$ cat config.mk
export PLATFORM = sky130hd
export DESIGN_NAME = tsw_trap_window_regs
export DESIGN_NICKNAME = d
export VERILOG_FILES = /design/src/common/tsw_pkg.sv /design/src/rtl/tsw_trap_window_regs.sv /design/src/rtl/tsw_level_entry.sv
export SDC_FILE = /design/constraint.sdc
export NUM_CORES = 1
export LEC_CHECK = 0
export BUFFER_PORTS_ARGS = -buffer_cell sky130_fd_sc_hd__buf_2
export CAP_MARGIN = 0
export CORE_ASPECT_RATIO = 1.75
export CORE_MARGIN = 2
export CORE_UTILIZATION = 30
export CTS_BUF_LIST = sky130_fd_sc_hd__clkbuf_4 sky130_fd_sc_hd__clkbuf_8
export DETAILED_ROUTE_END_ITERATION = 12
export SYNTH_ARGS = -nofsm -noshare
export SYNTH_HDL_FRONTEND = slang
export SYNTH_SLANG_ARGS = --single-unit
$ cat constraint.sdc
create_clock -name core_clk -period 7.83 [get_ports core_clk]
set_clock_uncertainty 0.15 [all_clocks]
set_input_delay 2.349 -clock core_clk [delete_from_list [all_inputs] [get_ports core_clk]]
set_output_delay 2.349 -clock core_clk [all_outputs]
set_load 0.05 [all_outputs]
$ cat src/common/tsw_pkg.sv
// Purpose: Shared constants for the trap stack and window state registers
// Assumes: 64-bit privileged data path, five trap levels, eight windows
// Notes:   Register select codes address the privileged read/write port

package tsw_pkg;

  // ****************************************************************
  // Sizes
  // ****************************************************************
  localparam int MAX_DEPTH = 5;
  localparam int DEPTH_W = 3;
  localparam int WIN_W = 3;
  localparam int KIND_W = 9;
  localparam int STATE_W = 40;
  localparam int SEL_W = 5;
  localparam int WSEL_W = 6;
  localparam int BASE_LO = 15;
  localparam int VEC_ZERO_W = 5;

  // ****************************************************************
  // Saved-state field positions
  // ****************************************************************
  localparam int CC_HI = 39;
  localparam int CC_LO = 32;
  localparam int ASID_HI = 31;
  localparam int ASID_LO = 24;
  localparam int PST_HI = 19;
  localparam int PST_LO = 8;
  localparam int CWI_HI = 4;
  localparam int CWI_LO = 0;

  // Handler-select fields and trap-kind insertion bits
  localparam int WSEL_NORM_LO = 0;
  localparam int WSEL_OTH_LO = 3;
  localparam int KIND_INS_HI = 4;
  localparam int KIND_INS_LO = 2;

  // ****************************************************************
  // Version register fields
  // ****************************************************************
  localparam int VER_MAKER_LO = 48;
  localparam int IMPLEMENTATION_FIELD_LO = 32;
  localparam int VER_MASK_LO = 24;
  localparam int VER_MAXTL_LO = 8;
  localparam int MAX_WINDOW_INDEX_LO = 0;
  localparam logic [7:0] VER_MAXTL = 8'h05;
  localparam logic [4:0] MAX_WINDOW_INDEX = 5'h07;

  // ****************************************************************
  // Reset values, depth limit and spill step
  // ****************************************************************
  localparam logic [KIND_W-1:0] POR_KIND = 9'h001;
  localparam logic [DEPTH_W-1:0] POR_DEPTH = 3'h5;
  localparam logic [DEPTH_W-1:0] DEPTH_MAX = 3'h5;
  localparam logic [WIN_W-1:0] WIN_RST = 3'h0;
  localparam logic [WIN_W-1:0] SPILL_STEP = 3'h2;

  // ****************************************************************
  // Privileged register select codes
  // ****************************************************************
  localparam logic [SEL_W-1:0] SEL_SAVED = 5'h02;
  localparam logic [SEL_W-1:0] SEL_KIND = 5'h03;
  localparam logic [SEL_W-1:0] SEL_BASE = 5'h05;
  localparam logic [SEL_W-1:0] SEL_DEPTH = 5'h07;
  localparam logic [SEL_W-1:0] SEL_CWI = 5'h09;
  localparam logic [SEL_W-1:0] SEL_FREE = 5'h0a;
  localparam logic [SEL_W-1:0] SEL_REFILL = 5'h0b;
  localparam logic [SEL_W-1:0] SEL_CLEAN = 5'h0c;
  localparam logic [SEL_W-1:0] SEL_FOREIGN = 5'h0d;
  localparam logic [SEL_W-1:0] SEL_WSEL = 5'h0e;
  localparam logic [SEL_W-1:0] SEL_VER = 5'h1f;

endpackage

$ cat src/rtl/tsw_trap_window_regs.sv
// Purpose: Trap stack, trap table base, version and window state registers
// Assumes: Privileged read/write port, trap and window events from the core
// Notes:   Read data and the illegal flag appear one cycle after the request
//
// Functional notes
// [RULE1] Five saved-state registers, one per trap level, hold previous level.
// [RULE2] Saved state: codes 39:32, space id 31:24, state 19:8, window 4:0.
// [RULE3] Only current-depth saved state accessible; depth zero access is illegal.
// [RULE4] Saved state above depth and after reset is undefined, not initialised.
// [RULE5] Trap kind per level holds the entering trap type, reset type too.
// [RULE6] Trap kind access at depth zero illegal; else current level accessed.
// [RULE7] After reset top-level trap kind reads 001, others undefined.
// [RULE8] Table base keeps upper 49 bits; lower 15 read zero, writes dropped.
// [RULE9] Vector is base, depth flag, new trap kind, five zeros.
// [RULE10] Depth flag is 0 when trapping from depth zero, else 1.
// [RULE11] Version register is read-only and readable by privileged read.
// [RULE12] Version has optional 16-bit maker field; implementation code not FFF0-FFFF.
// [RULE13] Version max trap depth reads 5, max window index reads 7.
// [RULE14] Window index and counters keep 3 bits; upper bits read zero.
// [RULE15] Save increments window index, restore decrements it.
// [RULE16] Among traps, only spill or fill traps change the window index.
// [RULE17] Free count gives windows a save may allocate without spilling.
// [RULE18] Refillable count gives windows a restore may reach without filling.
// [RULE19] Spill/fill traps insert handler select into kind 4:2, by foreign count.
// [RULE20] Save needing a clean window with none available raises clean exception.
// [RULE21] Clean count includes refillable windows plus clean ones ahead.
// [RULE22] Software keeps counters below 7 and clean at most 6; unchecked.
// [RULE23] Five trap levels; depth is set to five after reset.
// [RULE24] Trap entry writes the newly incremented level in the same cycle.

module tsw_trap_window_regs #(
  parameter logic [15:0] MAKER_CODE = 16'h0000, // Arbitrary value
  parameter logic [15:0] IMPL_CODE = 16'h0001, // Arbitrary value
  parameter logic [7:0] MASK_REV = 8'h01 // Arbitrary value
) (
  input wire logic core_clk, // Core clock, 100 MHz
  input wire logic rst_n, // Async reset, active low
  input wire logic pr_rd_en, // Privileged read request
  input wire logic pr_wr_en, // Privileged write request
  input wire logic [tsw_pkg::SEL_W-1:0] pr_sel, // Register select
  input wire logic [63:0] pr_wdata, // Write data
  output logic [63:0] pr_rdata, // Read data, registered
  output logic pr_illegal, // Illegal access pulse
  input wire logic trap_take, // Trap entry strobe
  input wire logic [tsw_pkg::KIND_W-1:0] trap_type, // Type of trap taken
  input wire logic trap_spill, // Trap is a window spill
  input wire logic trap_fill, // Trap is a window fill
  input wire logic [7:0] cur_codes, // Current condition codes
  input wire logic [7:0] cur_space_id, // Current address space id
  input wire logic [11:0] cur_proc_state, // Current processor state
  input wire logic trap_return, // Return from trap strobe
  output logic [tsw_pkg::STATE_W-1:0] ret_saved_state, // Current level state
  output logic [63:0] trap_vector, // Vector of last trap
  input wire logic win_save, // Window save request
  input wire logic win_restore, // Window restore request
  output logic win_spill_exc, // Spill exception pulse
  output logic win_fill_exc, // Fill exception pulse
  output logic win_clean_exc, // Clean-window exception pulse
  output logic [tsw_pkg::DEPTH_W-1:0] trap_depth, // Current trap depth
  output logic [tsw_pkg::WIN_W-1:0] current_window_index // Current window
);

  // ****************************************************************
  // State
  // ****************************************************************
  logic [tsw_pkg::DEPTH_W-1:0] depth_r;
  logic [63:tsw_pkg::BASE_LO] base_r;
  logic [tsw_pkg::WIN_W-1:0] cwi_r;
  logic [tsw_pkg::WIN_W-1:0] free_r;
  logic [tsw_pkg::WIN_W-1:0] refill_r;
  logic [tsw_pkg::WIN_W-1:0] foreign_r;
  logic [tsw_pkg::WIN_W-1:0] clean_r;
  logic [tsw_pkg::WSEL_W-1:0] wsel_r;
  logic [63:0] rdata_r;
  logic illegal_r;
  logic [63:0] vector_r;
  logic spill_r;
  logic fill_r;
  logic clean_exc_r;

  logic [tsw_pkg::STATE_W-1:0] lvl_state [tsw_pkg::MAX_DEPTH];
  logic [tsw_pkg::KIND_W-1:0] lvl_kind [tsw_pkg::MAX_DEPTH];
  logic [tsw_pkg::MAX_DEPTH-1:0] lvl_wr;
  logic [tsw_pkg::STATE_W-1:0] lvl_window_handler_select;
  logic [tsw_pkg::KIND_W-1:0] lvl_wkind;

  logic [tsw_pkg::DEPTH_W-1:0] acc_idx;
  logic [tsw_pkg::DEPTH_W-1:0] depth_nxt;
  logic [tsw_pkg::DEPTH_W-1:0] new_idx;
  logic [tsw_pkg::KIND_W-1:0] kind_nxt;
  logic [tsw_pkg::STATE_W-1:0] trap_state;
  logic [tsw_pkg::STATE_W-1:0] wr_state_fmt;
  logic [tsw_pkg::STATE_W-1:0] cur_state;
  logic [tsw_pkg::KIND_W-1:0] cur_kind;
  logic [63:0] ver_val;
  logic [63:0] rd_val;
  logic rd_bad;
  logic depth_zero;
  logic win_go;
  logic save_ok;
  logic restore_ok;
  logic wr_hit_saved;
  logic wr_hit_kind;

  // ****************************************************************
  // Level selection and trap entry values
  // ****************************************************************

  // Current level index and next level on a trap
  assign depth_zero = (depth_r == 3'h0);
  assign acc_idx = depth_zero ? 3'h0 : depth_r - 3'h1;
  assign depth_nxt = (depth_r == tsw_pkg::DEPTH_MAX) ?
                     tsw_pkg::DEPTH_MAX : depth_r + 3'h1;
  assign new_idx = depth_nxt - 3'h1;

  // [RULE19] handler select insertion
  always_comb begin
    kind_nxt = trap_type;
    if (trap_spill || trap_fill) begin
      if (foreign_r == 3'h0) begin
        kind_nxt[tsw_pkg::KIND_INS_HI:tsw_pkg::KIND_INS_LO] =
          wsel_r[tsw_pkg::WSEL_NORM_LO +: tsw_pkg::WIN_W];
      end else begin
        kind_nxt[tsw_pkg::KIND_INS_HI:tsw_pkg::KIND_INS_LO] =
          wsel_r[tsw_pkg::WSEL_OTH_LO +: tsw_pkg::WIN_W];
      end
    end
  end

  // [RULE2] saved state packing
  always_comb begin
    trap_state = '0;
    trap_state[tsw_pkg::CC_HI:tsw_pkg::CC_LO] = cur_codes;
    trap_state[tsw_pkg::ASID_HI:tsw_pkg::ASID_LO] = cur_space_id;
    trap_state[tsw_pkg::PST_HI:tsw_pkg::PST_LO] = cur_proc_state;
    trap_state[tsw_pkg::CWI_LO +: tsw_pkg::WIN_W] = cwi_r;
    wr_state_fmt = '0;
    wr_state_fmt[tsw_pkg::CC_HI:tsw_pkg::CC_LO] =
      pr_wdata[tsw_pkg::CC_HI:tsw_pkg::CC_LO];
    wr_state_fmt[tsw_pkg::ASID_HI:tsw_pkg::ASID_LO] =
      pr_wdata[tsw_pkg::ASID_HI:tsw_pkg::ASID_LO];
    wr_state_fmt[tsw_pkg::PST_HI:tsw_pkg::PST_LO] =
      pr_wdata[tsw_pkg::PST_HI:tsw_pkg::PST_LO];
    wr_state_fmt[tsw_pkg::CWI_LO +: tsw_pkg::WIN_W] =
      pr_wdata[tsw_pkg::CWI_LO +: tsw_pkg::WIN_W];
  end

  // ****************************************************************
  // Per-level storage
  // ****************************************************************

  // Privileged writes to the current level, refused at depth zero
  assign wr_hit_saved = pr_wr_en && !trap_take && !depth_zero &&
                        (pr_sel == tsw_pkg::SEL_SAVED);
  assign wr_hit_kind = pr_wr_en && !trap_take && !depth_zero &&
                       (pr_sel == tsw_pkg::SEL_KIND);

  // [RULE24] trap entry writes new level
  always_comb begin
    lvl_wr = '0;
    lvl_window_handler_select = trap_state;
    // [RULE5] entering trap type kept
    lvl_wkind = kind_nxt;
    if (trap_take) begin
      lvl_wr[new_idx] = 1'b1;
    end else if (wr_hit_saved || wr_hit_kind) begin
      // [RULE3] current level only
      lvl_wr[acc_idx] = 1'b1;
      lvl_window_handler_select = wr_hit_saved ? wr_state_fmt : cur_state;
      lvl_wkind = wr_hit_kind ? pr_wdata[tsw_pkg::KIND_W-1:0] : cur_kind;
    end
  end

  // [RULE1] one entry per level
  generate
    for (genvar i = 0; i < tsw_pkg::MAX_DEPTH; i++) begin : g_lvl
      tsw_level_entry #(
        .KIND_RESETS(i == tsw_pkg::MAX_DEPTH - 1)
      ) u_entry (
        .core_clk(core_clk),
        .rst_n(rst_n),
        .wr_en(lvl_wr[i]),
        .wr_state(lvl_window_handler_select),
        .wr_kind(lvl_wkind),
        .state_q(lvl_state[i]),
        .kind_q(lvl_kind[i])
      );
    end
  endgenerate

  assign cur_state = lvl_state[acc_idx];
  assign cur_kind = lvl_kind[acc_idx];
  assign ret_saved_state = cur_state;

  // ****************************************************************
  // Trap depth and trap vector
  // ****************************************************************

  // [RULE23] depth resets to five
  always_ff @(posedge core_clk or negedge rst_n) begin
    if (!rst_n) begin
      depth_r <= tsw_pkg::POR_DEPTH;
    end else if (trap_take) begin
      depth_r <= depth_nxt;
    end else if (trap_return && !depth_zero) begin
      depth_r <= depth_r - 3'h1;
    end else if (pr_wr_en && pr_sel == tsw_pkg::SEL_DEPTH) begin
      if (pr_wdata > 64'h5) begin
        depth_r <= tsw_pkg::DEPTH_MAX;
      end else begin
        depth_r <= pr_wdata[tsw_pkg::DEPTH_W-1:0];
      end
    end
  end

  // [RULE9] vector formation
  // [RULE10] depth flag from old depth
  always_ff @(posedge core_clk or negedge rst_n) begin
    if (!rst_n) begin
      vector_r <= 64'h0;
    end else if (trap_take) begin
      vector_r <= {base_r, !depth_zero, kind_nxt, 5'h00};
    end
  end

  // [RULE8] base keeps upper bits
  always_ff @(posedge core_clk or negedge rst_n) begin
    if (!rst_n) begin
      base_r <= '0;
    end else if (pr_wr_en && pr_sel == tsw_pkg::SEL_BASE) begin
      base_r <= pr_wdata[63:tsw_pkg::BASE_LO];
    end
  end

  // ****************************************************************
  // Window state
  // ****************************************************************

  // [RULE22] limits are unchecked, software keeps them
  assign win_go = !trap_take && !trap_return;
  // [RULE17] save allowed while free windows remain
  // [RULE20] clean window needed and none left
  assign save_ok = win_go && win_save && (free_r != 3'h0) &&
                   (clean_r != refill_r);
  // [RULE18] restore allowed while refillable windows remain
  assign restore_ok = win_go && win_restore && !win_save &&
                      (refill_r != 3'h0);

  // Current window index
  always_ff @(posedge core_clk or negedge rst_n) begin
    if (!rst_n) begin
      cwi_r <= tsw_pkg::WIN_RST;
    end else if (trap_take) begin
      // [RULE16] only spill or fill move it
      if (trap_spill) begin
        cwi_r <= cwi_r + free_r + tsw_pkg::SPILL_STEP;
      end else if (trap_fill) begin
        cwi_r <= cwi_r - 3'h1;
      end
    end else if (trap_return) begin
      if (!depth_zero) begin
        cwi_r <= cur_state[tsw_pkg::CWI_LO +: tsw_pkg::WIN_W];
      end
    end else if (pr_wr_en && pr_sel == tsw_pkg::SEL_CWI) begin
      // [RULE14] upper bits ignored
      cwi_r <= pr_wdata[tsw_pkg::WIN_W-1:0];
    end else if (save_ok) begin
      // [RULE15] save increments
      cwi_r <= cwi_r + 3'h1;
    end else if (restore_ok) begin
      // [RULE15] restore decrements
      cwi_r <= cwi_r - 3'h1;
    end
  end

  // Free and refillable counters track saves and restores
  always_ff @(posedge core_clk or negedge rst_n) begin
    if (!rst_n) begin
      free_r <= tsw_pkg::WIN_RST;
      refill_r <= tsw_pkg::WIN_RST;
    end else begin
      if (pr_wr_en && pr_sel == tsw_pkg::SEL_FREE) begin
        free_r <= pr_wdata[tsw_pkg::WIN_W-1:0];
      end else if (save_ok) begin
        free_r <= free_r - 3'h1;
      end else if (restore_ok) begin
        free_r <= free_r + 3'h1;
      end
      if (pr_wr_en && pr_sel == tsw_pkg::SEL_REFILL) begin
        refill_r <= pr_wdata[tsw_pkg::WIN_W-1:0];
      end else if (save_ok) begin
        refill_r <= refill_r + 3'h1;
      end else if (restore_ok) begin
        refill_r <= refill_r - 3'h1;
      end
    end
  end

  // [RULE21] clean count spans refillable plus clean ahead
  always_ff @(posedge core_clk or negedge rst_n) begin
    if (!rst_n) begin
      clean_r <= tsw_pkg::WIN_RST;
      foreign_r <= tsw_pkg::WIN_RST;
      wsel_r <= '0;
    end else if (pr_wr_en) begin
      if (pr_sel == tsw_pkg::SEL_CLEAN) begin
        clean_r <= pr_wdata[tsw_pkg::WIN_W-1:0];
      end
      if (pr_sel == tsw_pkg::SEL_FOREIGN) begin
        foreign_r <= pr_wdata[tsw_pkg::WIN_W-1:0];
      end
      if (pr_sel == tsw_pkg::SEL_WSEL) begin
        wsel_r <= pr_wdata[tsw_pkg::WSEL_W-1:0];
      end
    end
  end

  // Window exception pulses
  always_ff @(posedge core_clk or negedge rst_n) begin
    if (!rst_n) begin
      spill_r <= 1'b0;
      fill_r <= 1'b0;
      clean_exc_r <= 1'b0;
    end else begin
      spill_r <= win_go && win_save && (free_r == 3'h0);
      fill_r <= win_go && win_restore && !win_save && (refill_r == 3'h0);
      // [RULE20] clean exception
      clean_exc_r <= win_go && win_save && (free_r != 3'h0) &&
                     (clean_r == refill_r);
    end
  end

  // ****************************************************************
  // Privileged read path
  // ****************************************************************

  // [RULE11] fixed version value
  // [RULE12] maker and implementation fields
  // [RULE13] depth and window limits
  always_comb begin
    ver_val = 64'h0;
    ver_val[tsw_pkg::VER_MAKER_LO +: 16] = MAKER_CODE;
    ver_val[tsw_pkg::IMPLEMENTATION_FIELD_LO +: 16] = IMPL_CODE;
    ver_val[tsw_pkg::VER_MASK_LO +: 8] = MASK_REV;
    ver_val[tsw_pkg::VER_MAXTL_LO +: 8] = tsw_pkg::VER_MAXTL;
    ver_val[tsw_pkg::MAX_WINDOW_INDEX_LO +: 5] = tsw_pkg::MAX_WINDOW_INDEX;
  end

  // Read mux; unknown selects and depth-zero stack reads are illegal
  always_comb begin
    rd_val = 64'h0;
    rd_bad = 1'b0;
    case (pr_sel)
      tsw_pkg::SEL_SAVED: begin
        // [RULE3] depth zero illegal
        rd_bad = depth_zero;
        rd_val = depth_zero ? 64'h0 : {24'h0, cur_state};
      end
      tsw_pkg::SEL_KIND: begin
        // [RULE6] depth zero illegal
        rd_bad = depth_zero;
        rd_val = depth_zero ? 64'h0 : {55'h0, cur_kind};
      end
      tsw_pkg::SEL_BASE: rd_val = {base_r, 15'h0000};
      tsw_pkg::SEL_DEPTH: rd_val = {61'h0, depth_r};
      // [RULE14] upper bits read zero
      tsw_pkg::SEL_CWI: rd_val = {61'h0, cwi_r};
      tsw_pkg::SEL_FREE: rd_val = {61'h0, free_r};
      tsw_pkg::SEL_REFILL: rd_val = {61'h0, refill_r};
      tsw_pkg::SEL_CLEAN: rd_val = {61'h0, clean_r};
      tsw_pkg::SEL_FOREIGN: rd_val = {61'h0, foreign_r};
      tsw_pkg::SEL_WSEL: rd_val = {58'h0, wsel_r};
      tsw_pkg::SEL_VER: rd_val = ver_val;
      default: rd_bad = 1'b1;
    endcase
  end

  // Registered answer; writes to the version register are illegal
  always_ff @(posedge core_clk or negedge rst_n) begin
    if (!rst_n) begin
      rdata_r <= 64'h0;
      illegal_r <= 1'b0;
    end else begin
      if (pr_rd_en) begin
        rdata_r <= rd_val;
      end
      illegal_r <= (pr_rd_en && rd_bad) ||
                   (pr_wr_en && (rd_bad || pr_sel == tsw_pkg::SEL_VER));
    end
  end

  // ****************************************************************
  // Outputs
  // ****************************************************************
  assign pr_rdata = rdata_r;
  assign pr_illegal = illegal_r;
  assign trap_vector = vector_r;
  assign win_spill_exc = spill_r;
  assign win_fill_exc = fill_r;
  assign win_clean_exc = clean_exc_r;
  assign trap_depth = depth_r;
  assign current_window_index = cwi_r;

endmodule

$ cat src/rtl/tsw_level_entry.sv
// Purpose: One trap level's saved-state and trap-kind storage
// Assumes: Single clock, writes take effect at the next edge
// Notes:   Saved state has no reset; trap kind resets only when asked

module tsw_level_entry #(
  parameter bit KIND_RESETS = 1'b0
) (
  input wire logic core_clk, // Core clock
  input wire logic rst_n, // Async reset, active low
  input wire logic wr_en, // Load both fields
  input wire logic [tsw_pkg::STATE_W-1:0] wr_state, // Saved state in
  input wire logic [tsw_pkg::KIND_W-1:0] wr_kind, // Trap kind in
  output logic [tsw_pkg::STATE_W-1:0] state_q, // Saved state held
  output logic [tsw_pkg::KIND_W-1:0] kind_q // Trap kind held
);

  // ****************************************************************
  // Storage
  // ****************************************************************

  // [RULE4] no initialisation
  always_ff @(posedge core_clk) begin
    if (wr_en) begin
      state_q <= wr_state;
    end
  end

  generate
    if (KIND_RESETS) begin : g_rst
      // [RULE7] top kind reset
      always_ff @(posedge core_clk or negedge rst_n) begin
        if (!rst_n) begin
          kind_q <= tsw_pkg::POR_KIND;
        end else if (wr_en) begin
          kind_q <= wr_kind;
        end
      end
    end else begin : g_nrst
      always_ff @(posedge core_clk) begin
        if (wr_en) begin
          kind_q <= wr_kind;
        end
      end
    end
  endgenerate

endmodule

; Word-level counts from Yosys, hierarchy flattened
; Cells that the tools add are included.
[op_classes]
add_sub_neg = 11
order_cmp = 6
eq_ne = 16
n_mux = 44
bitwise_logic = 1
reduce_logical = 48
[op_table]
columns = operator, n
row1 = $pmux 64 s11, 1
row2 = $mux 40, 6
row3 = $bmux 40 s3, 1
row4 = $mux 3, 22
row5 = $gt 64x3->1 const B, 1
row6 = $mux 9, 6
row7 = $eq 5x4->1 const B, 6
row8 = $bmux 9 s3, 1
row9 = $logic_and 1x1->1, 24
row10 = $reduce_bool 3->1, 5
row11 = $sub 3x1->3 const B, 5
row12 = $add 3x1->3 const B, 4
row13 = $logic_not 3->1, 4
row14 = $eq 5x2->1 const B, 2
row15 = $eq 5x3->1 const B, 2
row16 = $mux 5, 2
row17 = $reduce_or 9->1, 1
row18 = $lt 3x4->1 const B, 2
row19 = $demux 1 s3, 2
row20 = $ge 3x1->1 const B, 2
row21 = $reduce_and 2->1, 3
row22 = $eq 5x5->1 const B, 1
row23 = $reduce_bool 5->1, 1
row24 = $ge 4x4->1 const B, 1
row25 = other kinds (14), 21
[word_totals]
ff_bits = 445
input_bits = 116
output_inout_bits = 178
wordCells = 150

; Depth between registers and ports, before layout
; Gate-level depths: netlist (run 1).
[depth]
depth_word = 10
ltp_mapped = 12
ltp_nobuf = 9

; By module
; From an unflattened synthesis (run 1), not the netlist that was laid out.
[unflattened]
hier_cells = 1397
area_unflattened_um2 = 19143.4
[by_module_without_submodules]
columns = module, n_inst, cells_per_inst, area_per_inst_um2, seq_area_each_um2
row1 = tsw_trap_window_regs, 1, 1142, 11683.7, 5007.3
row2 = tsw_level_entry at g_lvl[0].u_entry ..., 4, 49, 1471.4, 1471.4
row3 = tsw_level_entry at g_lvl[4].u_entry, 1, 59, 1574.0, 1427.6

; Least setup slack after synthesis (run 1)
; No wires, ideal clock.
[synth_timing]
path_type = input -> register
from = input trap_take
to = register g_lvl[0].u_entry.kind_q[0] (netlist name) (enable)
t_arrival_ns = 7.078
required_time_ns = 7.151
setup_slack_ns = 0.073
cell_stages = 5
cell_sequence = clkbuf_1 -> clkbuf_1 -> buf_1 -> nand2_1 -> a211oi_1
[synth_via]
elab_chain_cells = 7
word_cells_on_any_way = 8
cone_classes = mux: 2 / reduce/logical: 6
[synth_rtl]
columns = element, line
row1 = from (decl), tsw_trap_window_regs.sv:44  ; input wire logic trap_take,
row2 = $logic_not 1->1, "tsw_trap_window_regs.sv:153, tsw_trap_window_regs.sv:155"
row3 = $logic_and 1x1->1 (2 in series), "tsw_trap_window_regs.sv:153, tsw_trap_window_regs.sv:155"
row4 = "$logic_and 1x1->1, on equally long branches", "tsw_trap_window_regs.sv:153, tsw_trap_window_regs.sv:155"
row5 = $logic_or 1x1->1, tsw_trap_window_regs.sv:166  ; end else if (wr_hit_saved || wr_hit_kind) begin
row6 = $mux 5, tsw_trap_window_regs.sv:166
row7 = $mux 5 *, tsw_trap_window_regs.sv:164  ; if (trap_take) begin
row8 = net g_lvl[0].u_entry.wr_en, tsw_level_entry.sv:10  ; input wire logic wr_en,
row9 = to (signal assigned), tsw_level_entry.sv:41  ; kind_q <= wr_kind;
row10 = to (decl), tsw_level_entry.sv:14  ; output logic [tsw_pkg::KIND_W-1:0] kind_q
; Mark *: on every way through the listed nets, which the timed path passes. The rest lies on a longest branch.
; A chain may end at the register's enable or synchronous reset.

; Worst setup path after layout (run 1)
[layout_timing]
from = register depth_r, in the netlist trap_depth[0]
to = output ret_saved_state[23] (netlist name)
[layout_via]
elab_chain_cells = 6
word_cells_on_any_way = 7
cone_classes = add/sub: 1 / mux: 4 / bitwise: 1 / reduce/logical: 1
[layout_rtl]
columns = element, line
row1 = from (decl), tsw_trap_window_regs.sv:66  ; logic [tsw_pkg::DEPTH_W-1:0] depth_r;
row2 = from (signal assigned), tsw_trap_window_regs.sv:202  ; depth_r <= tsw_pkg::POR_DEPTH;
row3 = from (signal assigned), tsw_trap_window_regs.sv:204  ; depth_r <= depth_nxt;
row4 = from (signal assigned), tsw_trap_window_regs.sv:206  ; depth_r <= depth_r - 3'h1;
row5 = $sub 3x1->3 or $logic_not 3->1 (tied branches), "tsw_trap_window_regs.sv:111, tsw_trap_window_regs.sv:110"
row6 = $mux 3 *, tsw_trap_window_regs.sv:111  ; assign acc_idx = depth_zero ? 3'h0 : depth_r - 3'h1;
row7 = $not 3->4 (not written as such) *, tsw_trap_window_regs.sv:191  ; assign cur_state = lvl_state[acc_idx];
row8 = $bmux 40 s3 *, tsw_trap_window_regs.sv:191
row9 = $mux 40 (not written as such) * (2 in series), tsw_trap_window_regs.sv:191
row10 = to (decl), tsw_trap_window_regs.sv:52  ; output logic [tsw_pkg::STATE_W-1:0] ret_saved_state,
; Mark *: on every way between the ends. The rest lies on a longest branch, timed or not. The select of a mux whose other input is x is not followed.

==> out/results.txt, run 1 <==
The run finished with clean final reports. The synthesis-to-finish area growth works out to 20.5%. Setup repair after global routing left no endpoint under its margin.

The wire length after detailed routing came out at 65200 um. The top cell type by area accounts for 37.1% of the synthesized area. Clock latency on the worst-skew pair: 660 ps.

The largest single stage delay on the critical path is 560 ps. The post-route fraction of the period consumed by the critical path is 88.8%, and the I/O pin count is 294. STA classifies the critical path startpoint as a register. TritonCTS built the clock tree.

Summed over all cells, the static leakage comes to 9.58 nW. edfxtp_1 takes more of the synthesized area than any other cell. The logs give 0 for the number of hold violations in the final report and 81 for the number of distinct library cell variants in the gate-level netlist after synthesis. Static timing analysis puts the maximum clock frequency at 144 MHz. Shortest clock period the worst path allows after layout: 6950 ps. For the global route total overflow, the log shows 0.

Clock tree synthesis found a total of 445 sinks. Entering global routing, the biggest net connects 151 pins. The height of the die was 338 um; the cell area after technology mapping was 19100 sq um. The data arrival time of the worst path was 4450 ps; the per-instance average area after synthesis was 14.0 sq um.

The cell family with the largest share of critical-path delay was buffers and inverters. The global router's overall resource usage was 19.6%; the final-report max-slew violation count was 0. The floorplan has 122 rows. The run gives 6 as the detailed-routing iteration count for the pre-antenna-repair pass.

Yosys attributes the largest share of cell area to edfxtp_1 (37%), dfrtp_1 (27%), mux2_2 (11%), a22oi_1 (2.1%), o21ai_0 (1.9%). The initial antenna violation count is 16. After synthesis, flip-flops and latches occupy 64.6% of the total area. Port buffer count: 288. The power density over the cells was 366 nW/um^2; the number of cells upsized or downsized after cts was 0. For the area inside the core boundary, the log shows 63000 sq um.

The maximum count of clock buffers along a single path was 3. The ratio of routed vias to standard cells works out to 5.38. Across the VDD grid, the largest voltage drop is 245 uV. Once routing completed, OpenROAD measured the worst setup slack at 879 ps.

The net total in the final layout is 1794, and the die area is 65700 sq um. At the placement stage, the worst setup path has a slack of 1560 ps. The wire length per cell after detailed routing works out to 25.8 um.

The first global-routing pass estimated 95200 um of wire. In the synthesized netlist, the number of instances is 1363. The die outline width was 195 um; the remaining antenna violation count after routing was 0.

The most frequent cell after synthesis was edfxtp_1. The clock transition at the register clock pins on the worst setup and hold paths after CTS came out at 70 ps. The setup TNS after final layout was 0 ps. The tightest hold path in the finished design has a slack of 330 ps.

Of the cells placed in the final design, the portion with a size suffix greater than 1 is 38.3%. The number of register bits inferred by synthesis works out to 445. The Yosys step of the flow raised 0 warnings. The number of global-route vias before repair came out at 14200. Post-CTS timing repair inserted 0 buffers for setup. CTS root buffer: clkbuf_8. Measured against its own limit, the worst slew margin works out to 11.0%. The number of DRC violations after detailed-routing iteration 0 was 1354. Of all flip-flops after synthesis, the portion carrying an async set or reset was 47.0%. Number of synthesized flops with an enable pin: 236.

By count the netlist is led by edfxtp_1 (236), dfrtp_1 (206), mux2_2 (184). The maximum net fanout on the critical path came out at 19. Across the run, the number of max-cap violations was 0. The kind of capture point of the worst setup path was an output port.

Across all layers, the routed design uses 13600 vias. The worst path buffer plus inverter count is 4. Setup violations remaining at the end of the flow were counted as 0.

On the critical path, the stage with the largest delay is an instance of nor2_4. Traced cell by cell, the critical path runs through inv_1 -> ha_1 -> nor2b_4 -> nor2_4 -> buf_4 -> mux2_2 -> a222oi_1 -> inv_1 -> buf_2. The commonest register cell after synthesis was edfxtp_1. For this run, design rule violations remaining after detail routing come to 0. The total CTS buffers is 69. The initial utilization of the core area, before any placement, comes to 30.3%. Weighted congestion at the end of routability-driven global placement: 0.941.

Class of the tightest hold or removal check: register to register. At the pin with the least slew margin, the transition time is 1320 ps. At the worst endpoint, the required time is 5330 ps.

The cts-stage hold buffer count came out at 0. The cell type with the highest occurrence count on the critical path was inv_1. The critical path in this run is classified as register to output port. The layout has 6106 filler cells. Once detailed placement completed, the half-perimeter wirelength came to 44800 um.

The clock tree synthesis step divided the H-tree into 3 levels.
==> stage by stage <==
stage	total power, mW	cell area [sq um]	instances	util, %
floorplan	5.26	19100	1367	-
global placement	6.26	21500	2401	34.1
detailed placement	6.31	21500	2401	34.1
CTS	8.49	23000	2525	36.5
global route	8.78	23000	2528	36.5
finish	8.41	23000	2530	36.5
==> cell usage in the layout (no fill, tap or decap), types with 49 or more instances in the layout <==
master and count:
nand2_1 72, dfrtp_1 206, nor2_1 49, a22oi_1 54
edfxtp_1 236, buf_2 286, o21ai_0 71, clkbuf_8 80
mux2_2 184, inv_1 52
==> logic make-up (layout without fill, tap and decap cells) <==
logic type | after synthesis | after routing | share of synthesized area, %
buf+inv | 145 | 497 | 3.27
simple gates | 218 | 218 | 5.67
mux | 212 | 212 | 12.5
other cells | 1 | 10 | 0.0197
xor+xnor | 12 | 12 | 0.551
flops | 445 | 445 | 64.6
fa+ha+maj | 12 | 12 | 0.865
compound gates | 318 | 318 | 12.5
==> layout make-up <==
cell class | instances | area [sq um] | share of cell area [%]
flip-flops and latches | 445 | 12300 | 53.6
multi-input cells | 777 | 6250 | 27.2
repair buffers | 319 | 1700 | 7.39
clock buffers | 98 | 1240 | 5.37
well taps | 806 | 1010 | 4.38
clock inverters | 26 | 269 | 1.17
inverters | 54 | 203 | 0.881
diodes | 5 | 12.5 | 0.0544
==> power by group <==
group	internal (mW)	total, mW	switching, mW	leakage (nW)
clock network	1.17	2.14	0.976	0.794
logic	0.884	3.16	2.28	3.91
registers	2.87	3.10	0.235	4.88
total	4.92	8.41	3.49	9.58
==> flip-flops by register name, summed over array words and instances (netlist names), 3 cells and up <==
| name | count |
|---|---|
| refill_r | 3 |
| trap_vector | 59 |
| g_lvl.u_entry.kind_q | 45 |
| foreign_r | 3 |
| base_r | 49 |
| trap_depth | 3 |
| pr_rdata | 64 |
| wsel_r | 6 |
| current_window_index | 3 |
| clean_r | 3 |
| g_lvl.u_entry.state_q | 200 |
| free_r | 3 |
==> per-layer routing <==
layer	GRT usage [%]	wire length, um	vias up
met2	33.6	32100	633
met3	4.58	4550	177
met5	0	124	-
li1	-	-	5856
met4	10.2	3230	18
met1	22.9	25200	6915
==> worst paths after layout <==
path | start | endpoint | slack, ps | cells past startpoint
setup / recovery | trap_depth[0] | ret_saved_state[23] | 880 | 9
hold / removal | pr_rdata[12] | pr_rdata[12] | 330 | 1
setup reg to reg | trap_depth[0] | g_lvl[3].u_entry.state_q[37] | 3490 | 8
hold reg to reg | pr_rdata[12] | pr_rdata[12] | 330 | 1
max in group asynchronous | rst_n | trap_vector[36] | 4690 | 2
min in group asynchronous | rst_n | trap_vector[7] | 1500 | 1
Power figures use the tool's default switching activity.
==> inputs of run 2 (changes only) <==
--- a/config.mk
+++ b/config.mk
@@ -14,4 +14,5 @@
 export DETAILED_ROUTE_END_ITERATION = 12
 export SYNTH_ARGS = -nofsm -noshare
 export SYNTH_HDL_FRONTEND = slang
+export SYNTH_HIERARCHICAL = 1
 export SYNTH_SLANG_ARGS = --single-unit
==> run 2 against run 1 <==
  * Sequential share of layout area is essentially flat
  * Largest cell class unchanged
  * Synthesized area is 0.31% higher
  * Critical path depth decreased by 1
  * Power decreased by 7.3%
  * Die area is 0.31% higher
  * Core utilization shrank 0.072 points
  * Clock-buffer cell count grew 4
  * Global-route usage fell by 0.54 points
  * Critical path type unchanged
==> out/results.txt, run 2 <==
The post-detailed-route DRC marker count was 0. The remaining antenna violation count after routing was 0; the height of the die was 338 um. The run gives 64.4% as the sequential element share of the synthesized area. The weighted congestion at the end of routability-driven global placement came out at 0.845.

Cells with a size suffix above 1 make up 36.2% of the layout. In this run the count of I/O pins placed on the die edge is 294. Setup violations remaining at the end of the flow were counted as 0.

In this run the deepest clock path goes through 3 buffers. The initialized floorplan defines 122 standard-cell rows. The tree is rooted in a clkbuf_8.

The depth of the worst register-to-register path was 7; the sum of net half-perimeters after detailed placement was 43200 um. The top cell types in the final layout, fill and taps aside, are buf_2 (286), edfxtp_1 (236), dfrtp_1 (206), mux2_2 (129), clkbuf_8 (83). Entering global routing, the biggest net connects 114 pins. The number of hold violations in the final report was 0; the fraction of power consumed by sequential logic was 38.7%. The detailed router finished its first iteration with 1088 violations. The flow ran to the end, and the final reports show no timing, DRC or antenna violations.

The power density over the cells was 339 nW/um^2; the die area was 65900 sq um. The run gives 445 as the clock sink count. Once placement finished, the instance area stood at 21500 sq um. After clock tree synthesis, the setup repair step added 0 buffers. The highest clock frequency the design can meet is 144 MHz, and the reported net switching power is 3.04 mW. Each instance of the synthesized netlist takes up on average 13.7 sq um. Number of global-route vias before repair: 14000.

Counting tap cells, the placed design contains a total of 2424 instances. The global router's overall resource usage is 19.1%, and the die outline width is 195 um. For the net total in the final layout, the log shows 1818.

The final layout contains routed wiring with a total length of 63500 um. The number of synthesized flops with an enable pin is 236. After synthesis the netlist holds a flip-flop and latch count of 445.

The number of different library cells used by synthesis comes to 78. The total CTS buffers came out at 70. The Yosys step of the flow raised 6 warnings.

The number of hold buffers added after CTS was 0. Once layout is complete, the cells apart from fillers number 2557. The worst setup path is of the register to output port kind. The logs give 0 for the final-report max-slew violation count and 1397 for the synthesized instance count.

The maximum net fanout on the critical path works out to 21. The cell-internal power was 4.76 mW; the clock transition at the register clock pins on the worst setup and hold paths after CTS was 70 ps. Combinational logic burns 33.6% of the power. The data arrival time of the worst path is 4450 ps. The number of cells upsized or downsized after cts came out at 0. The first detailed-routing pass took 7 iterations.

g_lvl.u_entry/state_q holds more flip-flops than any other register. The worst-case IR drop observed on VDD is 234 uV. After routing the design area is 23000 sq um. The H-tree depth was 3; the initial antenna violation count was 10. The largest total area in the synthesized netlist belongs to edfxtp_1. The first global-routing pass estimated 93400 um of wire.

The synthesis-to-finish area growth was 20.2%; the post-route fraction of the period consumed by the critical path was 88.8%. Category of the worst setup path launch point: a register. The library cell used most frequently in the layout, excluding fill and tap cells, is buf_2. In this run, the clock network consumes 27.7% of the power. The global route total overflow was 0; the wire length per cell after detailed routing was 24.8 um. Data on the critical path is required at its endpoint by 5330 ps. In this run the biggest area consumer among cell types represents 37.0% of the synthesized area. Summing over every cut layer, the via total after detailed routing is 13600. Summed over all failing endpoints, the final setup total negative slack is 0 ps. The commonest register cell after synthesis is edfxtp_1.

The class of the tightest hold or removal check was register to register. Headroom to the max-slew limit came out at 21.6%. Port buffering added 288 buffers. The tools report the leakage component of the power as 9.45 nW. By instance count, the leading cell after synthesis is edfxtp_1.

For the number of max-capacitance violations reported, the log shows 0. The initial utilization of the core area, before any placement, comes to 30.3%. By count the netlist is led by edfxtp_1 (236), dfrtp_1 (206), mux2_2 (129).

The worst path needs 6950 ps of the cycle, external delays included. Overall power consumption: 7.80 mW. The count of cells along the worst hold path is 1. The clock latency on the worst-skew pair is 660 ps, and the number of flip-flops under the largest register name is 200. After synthesis the cells add up to 19100 sq um. The tightest hold path in the finished design has a slack of 335 ps.

At the pin with the least slew margin, the transition time is 1180 ps. After detailed routing, the number of vias per cell comes to 5.32. For the area inside the core boundary, the log shows 63200 sq um. TritonCTS built the clock tree. By area the synthesized netlist is led by edfxtp_1 (37%), dfrtp_1 (27%), mux2_2 (7.6%), o2bb2ai_1 (2.6%), mux2i_1 (2.5%). For this run, asynchronously set or reset flops after synthesis account for 47.0%. Setup repair after global routing left no endpoint under its margin. The worst setup path is captured at an output port. Of the total power, the share spent switching nets is 39.0%.
[run 2: final timing paths]
kind | slack [ps] | start | endpoint
worst max-delay path | 880 | trap_depth[0] | ret_saved_state[38]
worst min-delay path | 340 | pr_rdata[16] | pr_rdata[16]
worst max register to register | 3010 | trap_depth[0] | g_lvl[0].u_entry/state_q[8]
worst min register to register | 340 | pr_rdata[16] | pr_rdata[16]
max in group asynchronous | 4510 | rst_n | base_r[45]
min in group asynchronous | 1540 | rst_n | pr_rdata[50]
[run 2: stage by stage]
step	util, %	worst slack (ps)
after floorplan	-	32.8
after global placement	34.0	1620
after CTS	36.4	795
after global routing	36.4	689
final	36.4	879
after detailed placement	34.0	1520
[run 2: area by class of cell]
class                      instances  area [sq um]
timing repair buffer             313          1650
multi-input combinational        780          6180
tap                              806          1010
sequential                       445         12300
fill                            6185         40200
inverter                          80           300
antenna                            4          10.0
clock buffer                     102          1280
clock inverter                    27           254
[run 2: cell families (layout without fill, tap and decap cells)]
group	count (synthesis)	after routing	share of synthesized area (%)
DFF	445	445	64.4
AOI/OAI and AO/OA	329	329	13.2
and+or+nand+nor	232	232	5.94
muxes	188	188	10.9
buffers and inverters	176	522	4.01
xor gates and xnor gates	14	14	0.641
adders and majority gates	12	12	0.863
other	1	9	0.0196
[run 2: routing by layer]
metal  track usage (%)  up-vias  share of wire, %
met3              4.07      149               6.9
met5                 0        -              0.11
met1              22.6     6883                38
li1                  -     5926                 -
met2              33.0      633                51
met4              8.78       10               4.1
[run 2: critical path: stages, from the launching register on]
cell     delay (ps)
dfstp_2         910
inv_2           250
ha_1            370
or4b_4          590
o21ai_4         220
and2_1          480
buf_4           390
a221o_2         270
buf_2           280
[run 2: power by group through the flow]
| stage | Sequential (mW) | Clock, mW | Combinational (mW) |
|---|---|---|---|
| after floorplan | 3.30 | 0 | 1.58 |
| after detailed placement | 3.06 | 0 | 2.63 |
| after CTS | 3.02 | 2.23 | 2.64 |
| final | 3.02 | 2.16 | 2.62 |
| after global routing | 3.05 | 2.32 | 2.78 |
| after global placement | 3.05 | 0 | 2.60 |
==> inputs of run 3 (changes only) <==
--- a/config.mk
+++ b/config.mk
@@ -9,9 +9,10 @@
 export CAP_MARGIN = 0
 export CORE_ASPECT_RATIO = 1.75
 export CORE_MARGIN = 2
-export CORE_UTILIZATION = 30
+export CORE_UTILIZATION = 55
 export CTS_BUF_LIST = sky130_fd_sc_hd__clkbuf_4 sky130_fd_sc_hd__clkbuf_8
 export DETAILED_ROUTE_END_ITERATION = 12
+export PLACE_DENSITY = 0.78
 export SYNTH_ARGS = -nofsm -noshare
 export SYNTH_HDL_FRONTEND = slang
 export SYNTH_HIERARCHICAL = 1
==> run 3 against run 2 <==
  * Non-clock buffer count decreased by 1
  * Critical endpoint is now ret_saved_state[39]
  * Clock power is 11% lower
  * Via count grew 1.6%
  * Die area is 45% lower
  * Critical path type unchanged
  * Flip-flop and latch count stayed put
  * Maximum frequency shrank 1.8%
  * Core utilization rose by 29 points
  * First-iteration DRC count increased by 21%
  * Sequential share of layout area rose by 1.5 points
==> out/results.txt, run 3 (same netlist as run 2, synthesis figures left out) <==
Port buffer count: 288. The die covers 36400 sq um. Proportion of total power due to net switching: 39.2%.

The cell family with the largest share of critical-path delay is simple AND/OR/NAND/NOR gates. The delay contributed by the slowest stage of the critical path is 920 ps. Measured against its own limit, the worst slew margin works out to 27.3%.

The cts-stage hold buffer count was 0; the net total in the final layout was 1808. The count of cells along the worst hold path was 1. Leading cell type in the layout, fill and taps excluded: buf_2. The largest individual stage delay along the critical path comes from the cell dfstp_2. The routed layout has 13800 vias. After detailed routing, the number of remaining DRC violations is 0. At the pin with the least slew margin, the transition time is 1090 ps. The setup TNS after final layout is 0 ps, and the number of setup violations in the final report is 0. The cell total after placement was 2077; the shortest clock period the worst path allows after layout was 7080 ps. In this run the standard cell core region covers 34300 sq um.

The worst register-to-register path has a depth of 8. Origin of the critical flop-to-flop path: trap_depth[0]. The initial antenna violation count is 4, and the worst path buffer plus inverter count is 3.

The number of clock buffers added by TritonCTS is 61. The signal on the critical path passes through inv_2 -> ha_1 -> or4b_4 -> o21ai_4 -> and2_1 -> buf_4 -> a221o_2 -> buf_2. In the final routed layout, each cell accounts on average for 25.6 um. Across the run, the number of max-cap violations was 0. Once the floorplan was initialized, standard cells occupied 55.7% of the core. Of the total power, the clock network draws 25.5%. For the worst-case register-to-register setup slack, the log shows 3110 ps.

Summed over all cells, the static leakage comes to 9.35 nW. The maximum net fanout on the critical path is 21, and the H-tree depth is 2. Number of hold violations in the final report: 0. Clock latency on the worst-skew pair, taken at its later pin, is 670 ps. In the layout the commonest cells are buf_2 (286), edfxtp_1 (236), dfrtp_1 (206), mux2_2 (129), nand2_1 (79). TritonCTS built the clock tree. The run gives 1480 ps as the worst-case setup slack after placement.

At the worst endpoint, the required time is 5330 ps. CTS saw 445 sinks. For the reported net switching power, the log shows 2.95 mW. The largest register by flop count was g_lvl.u_entry/state_q.

The clock transition at the register clock pins on the worst setup and hold paths after CTS is 70 ps. The floorplan step set the die width to 145 um. The share of total power dissipated in combinational logic is 34.3%. Dividing the detail-routed via count by the number of cells gives 6.29. The first TritonRoute pass finished after 7 iterations. Category of the worst setup path launch point: a register.

The critical register-to-register path endpoint is g_lvl[3].u_entry/state_q[10]. The CTS root buffer was clkbuf_8. The worst-case setup margin in the final layout was 751 ps; the global router's overall resource usage was 30.2%.

Wires add up to 56200 um. Entering global routing, the biggest net connects 136 pins. The worst setup path is captured at an output port. End point of the most critical hold path: pr_rdata[36]. The logs give 289 uV for the worst voltage drop across the vdd grid and 0.922 for the weighted congestion at the end of routability-driven global placement.

The setup path with the least slack is of type register to output port. For the total number of placement rows, the log shows 90. Dividing total power by cell area gives a power density of 336 nW/um^2. In the final layout, the multi-input gates occupy 6180 sq um. The path class of the tightest hold or removal check is register to register.

Height of the die: 251 um. The synthesis-to-finish area growth is 16.9%. After global routing the overflow that remains totals 0. The final critical path takes up 90.4% of the cycle. The run gives 0 as the buffers inserted during post-CTS setup optimization. Across the whole layout, storage elements account for 12300 sq um. The remaining antenna violation count after routing came out at 0. Setup repair after global routing left no endpoint under its margin.

The register with the most flip-flops in the layout has 200 of them. In this run the most critical hold path is launched from pr_rdata[36]. Highest clock frequency the design can meet: 141 MHz. For the final-report max-slew violation count, the log shows 0. The number of cells upsized or downsized after cts was 0; the number of DRC violations after detailed-routing iteration 0 was 1316. The maximum count of clock buffers along a single path is 3, and the cell-internal power is 4.58 mW. The global-route wire length before repair came out at 83600 um. The I/O pin count came out at 294. Once detailed placement completed, the half-perimeter wirelength came to 37000 um. Of the total power, registers draw 40.2%. The filler-free cell count of the finished design is 2196.

The hold slack is 336 ps. STA puts the critical path data arrival time at 4580 ps. Counting the fill cells in the layout gives 2483.

For the number of global-route vias before repair, the log shows 13800. The run finished with clean final reports. Of the cells placed in the final design, the portion with a size suffix greater than 1 is 35.6%.
[run 3: metrics by stage]
step / total power [mW] / utilization, % / area [sq um]
after floorplan: 4.88 / - / 19200
after global placement: 5.57 / 61.3 / 21000
after detailed placement: 5.63 / 61.3 / 21000
after CTS: 7.53 / 65.1 / 22400
after global routing: 7.78 / 65.2 / 22400
final: 7.53 / 65.2 / 22400
[run 3: worst max path at each step]
stage	start	to	slack (ps)	cells after the start
2_1_floorplan	pr_sel[2]	g_lvl[0].u_entry/kind_q[0]	30	7
3_3_place_gp	trap_depth[0]	ret_saved_state[39]	1580	8
3_5_place_dp	trap_depth[0]	ret_saved_state[39]	1480	8
4_1_cts	trap_depth[0]	ret_saved_state[39]	810	8
5_1_grt	trap_depth[0]	ret_saved_state[39]	640	8
6_report	trap_depth[0]	ret_saved_state[39]	750	8
[run 3: cell type report]
| class | count | area share, % |
|---|---|---|
| inverter | 80 | 1.34 |
| tap | 460 | 2.57 |
| timing repair buffer | 312 | 7.41 |
| sequential | 445 | 55.0 |
| antenna | 5 | 0.0559 |
| clock buffer | 87 | 4.82 |
| clock inverter | 27 | 1.12 |
| multi-input combinational | 780 | 27.6 |
[run 3: power by group through the flow]
stage          registers [mW]  clock network [mW]  logic, mW
2_1_floorplan            3.30                   0       1.58
3_3_place_gp             3.05                   0       2.52
3_5_place_dp             3.07                   0       2.56
4_1_cts                  3.02                1.93       2.57
5_1_grt                  3.05                2.03       2.70
6_report                 3.03                1.92       2.58
[run 3: per-layer routing]
layer,vias to the layer above,global-route usage (%),part of all wire (%)
met3,200,5.14,8.1
met4,0,18.6,6.7
met5,-,0,0
met1,6896,35.9,35
met2,829,51.6,50
li1,5890,-,-
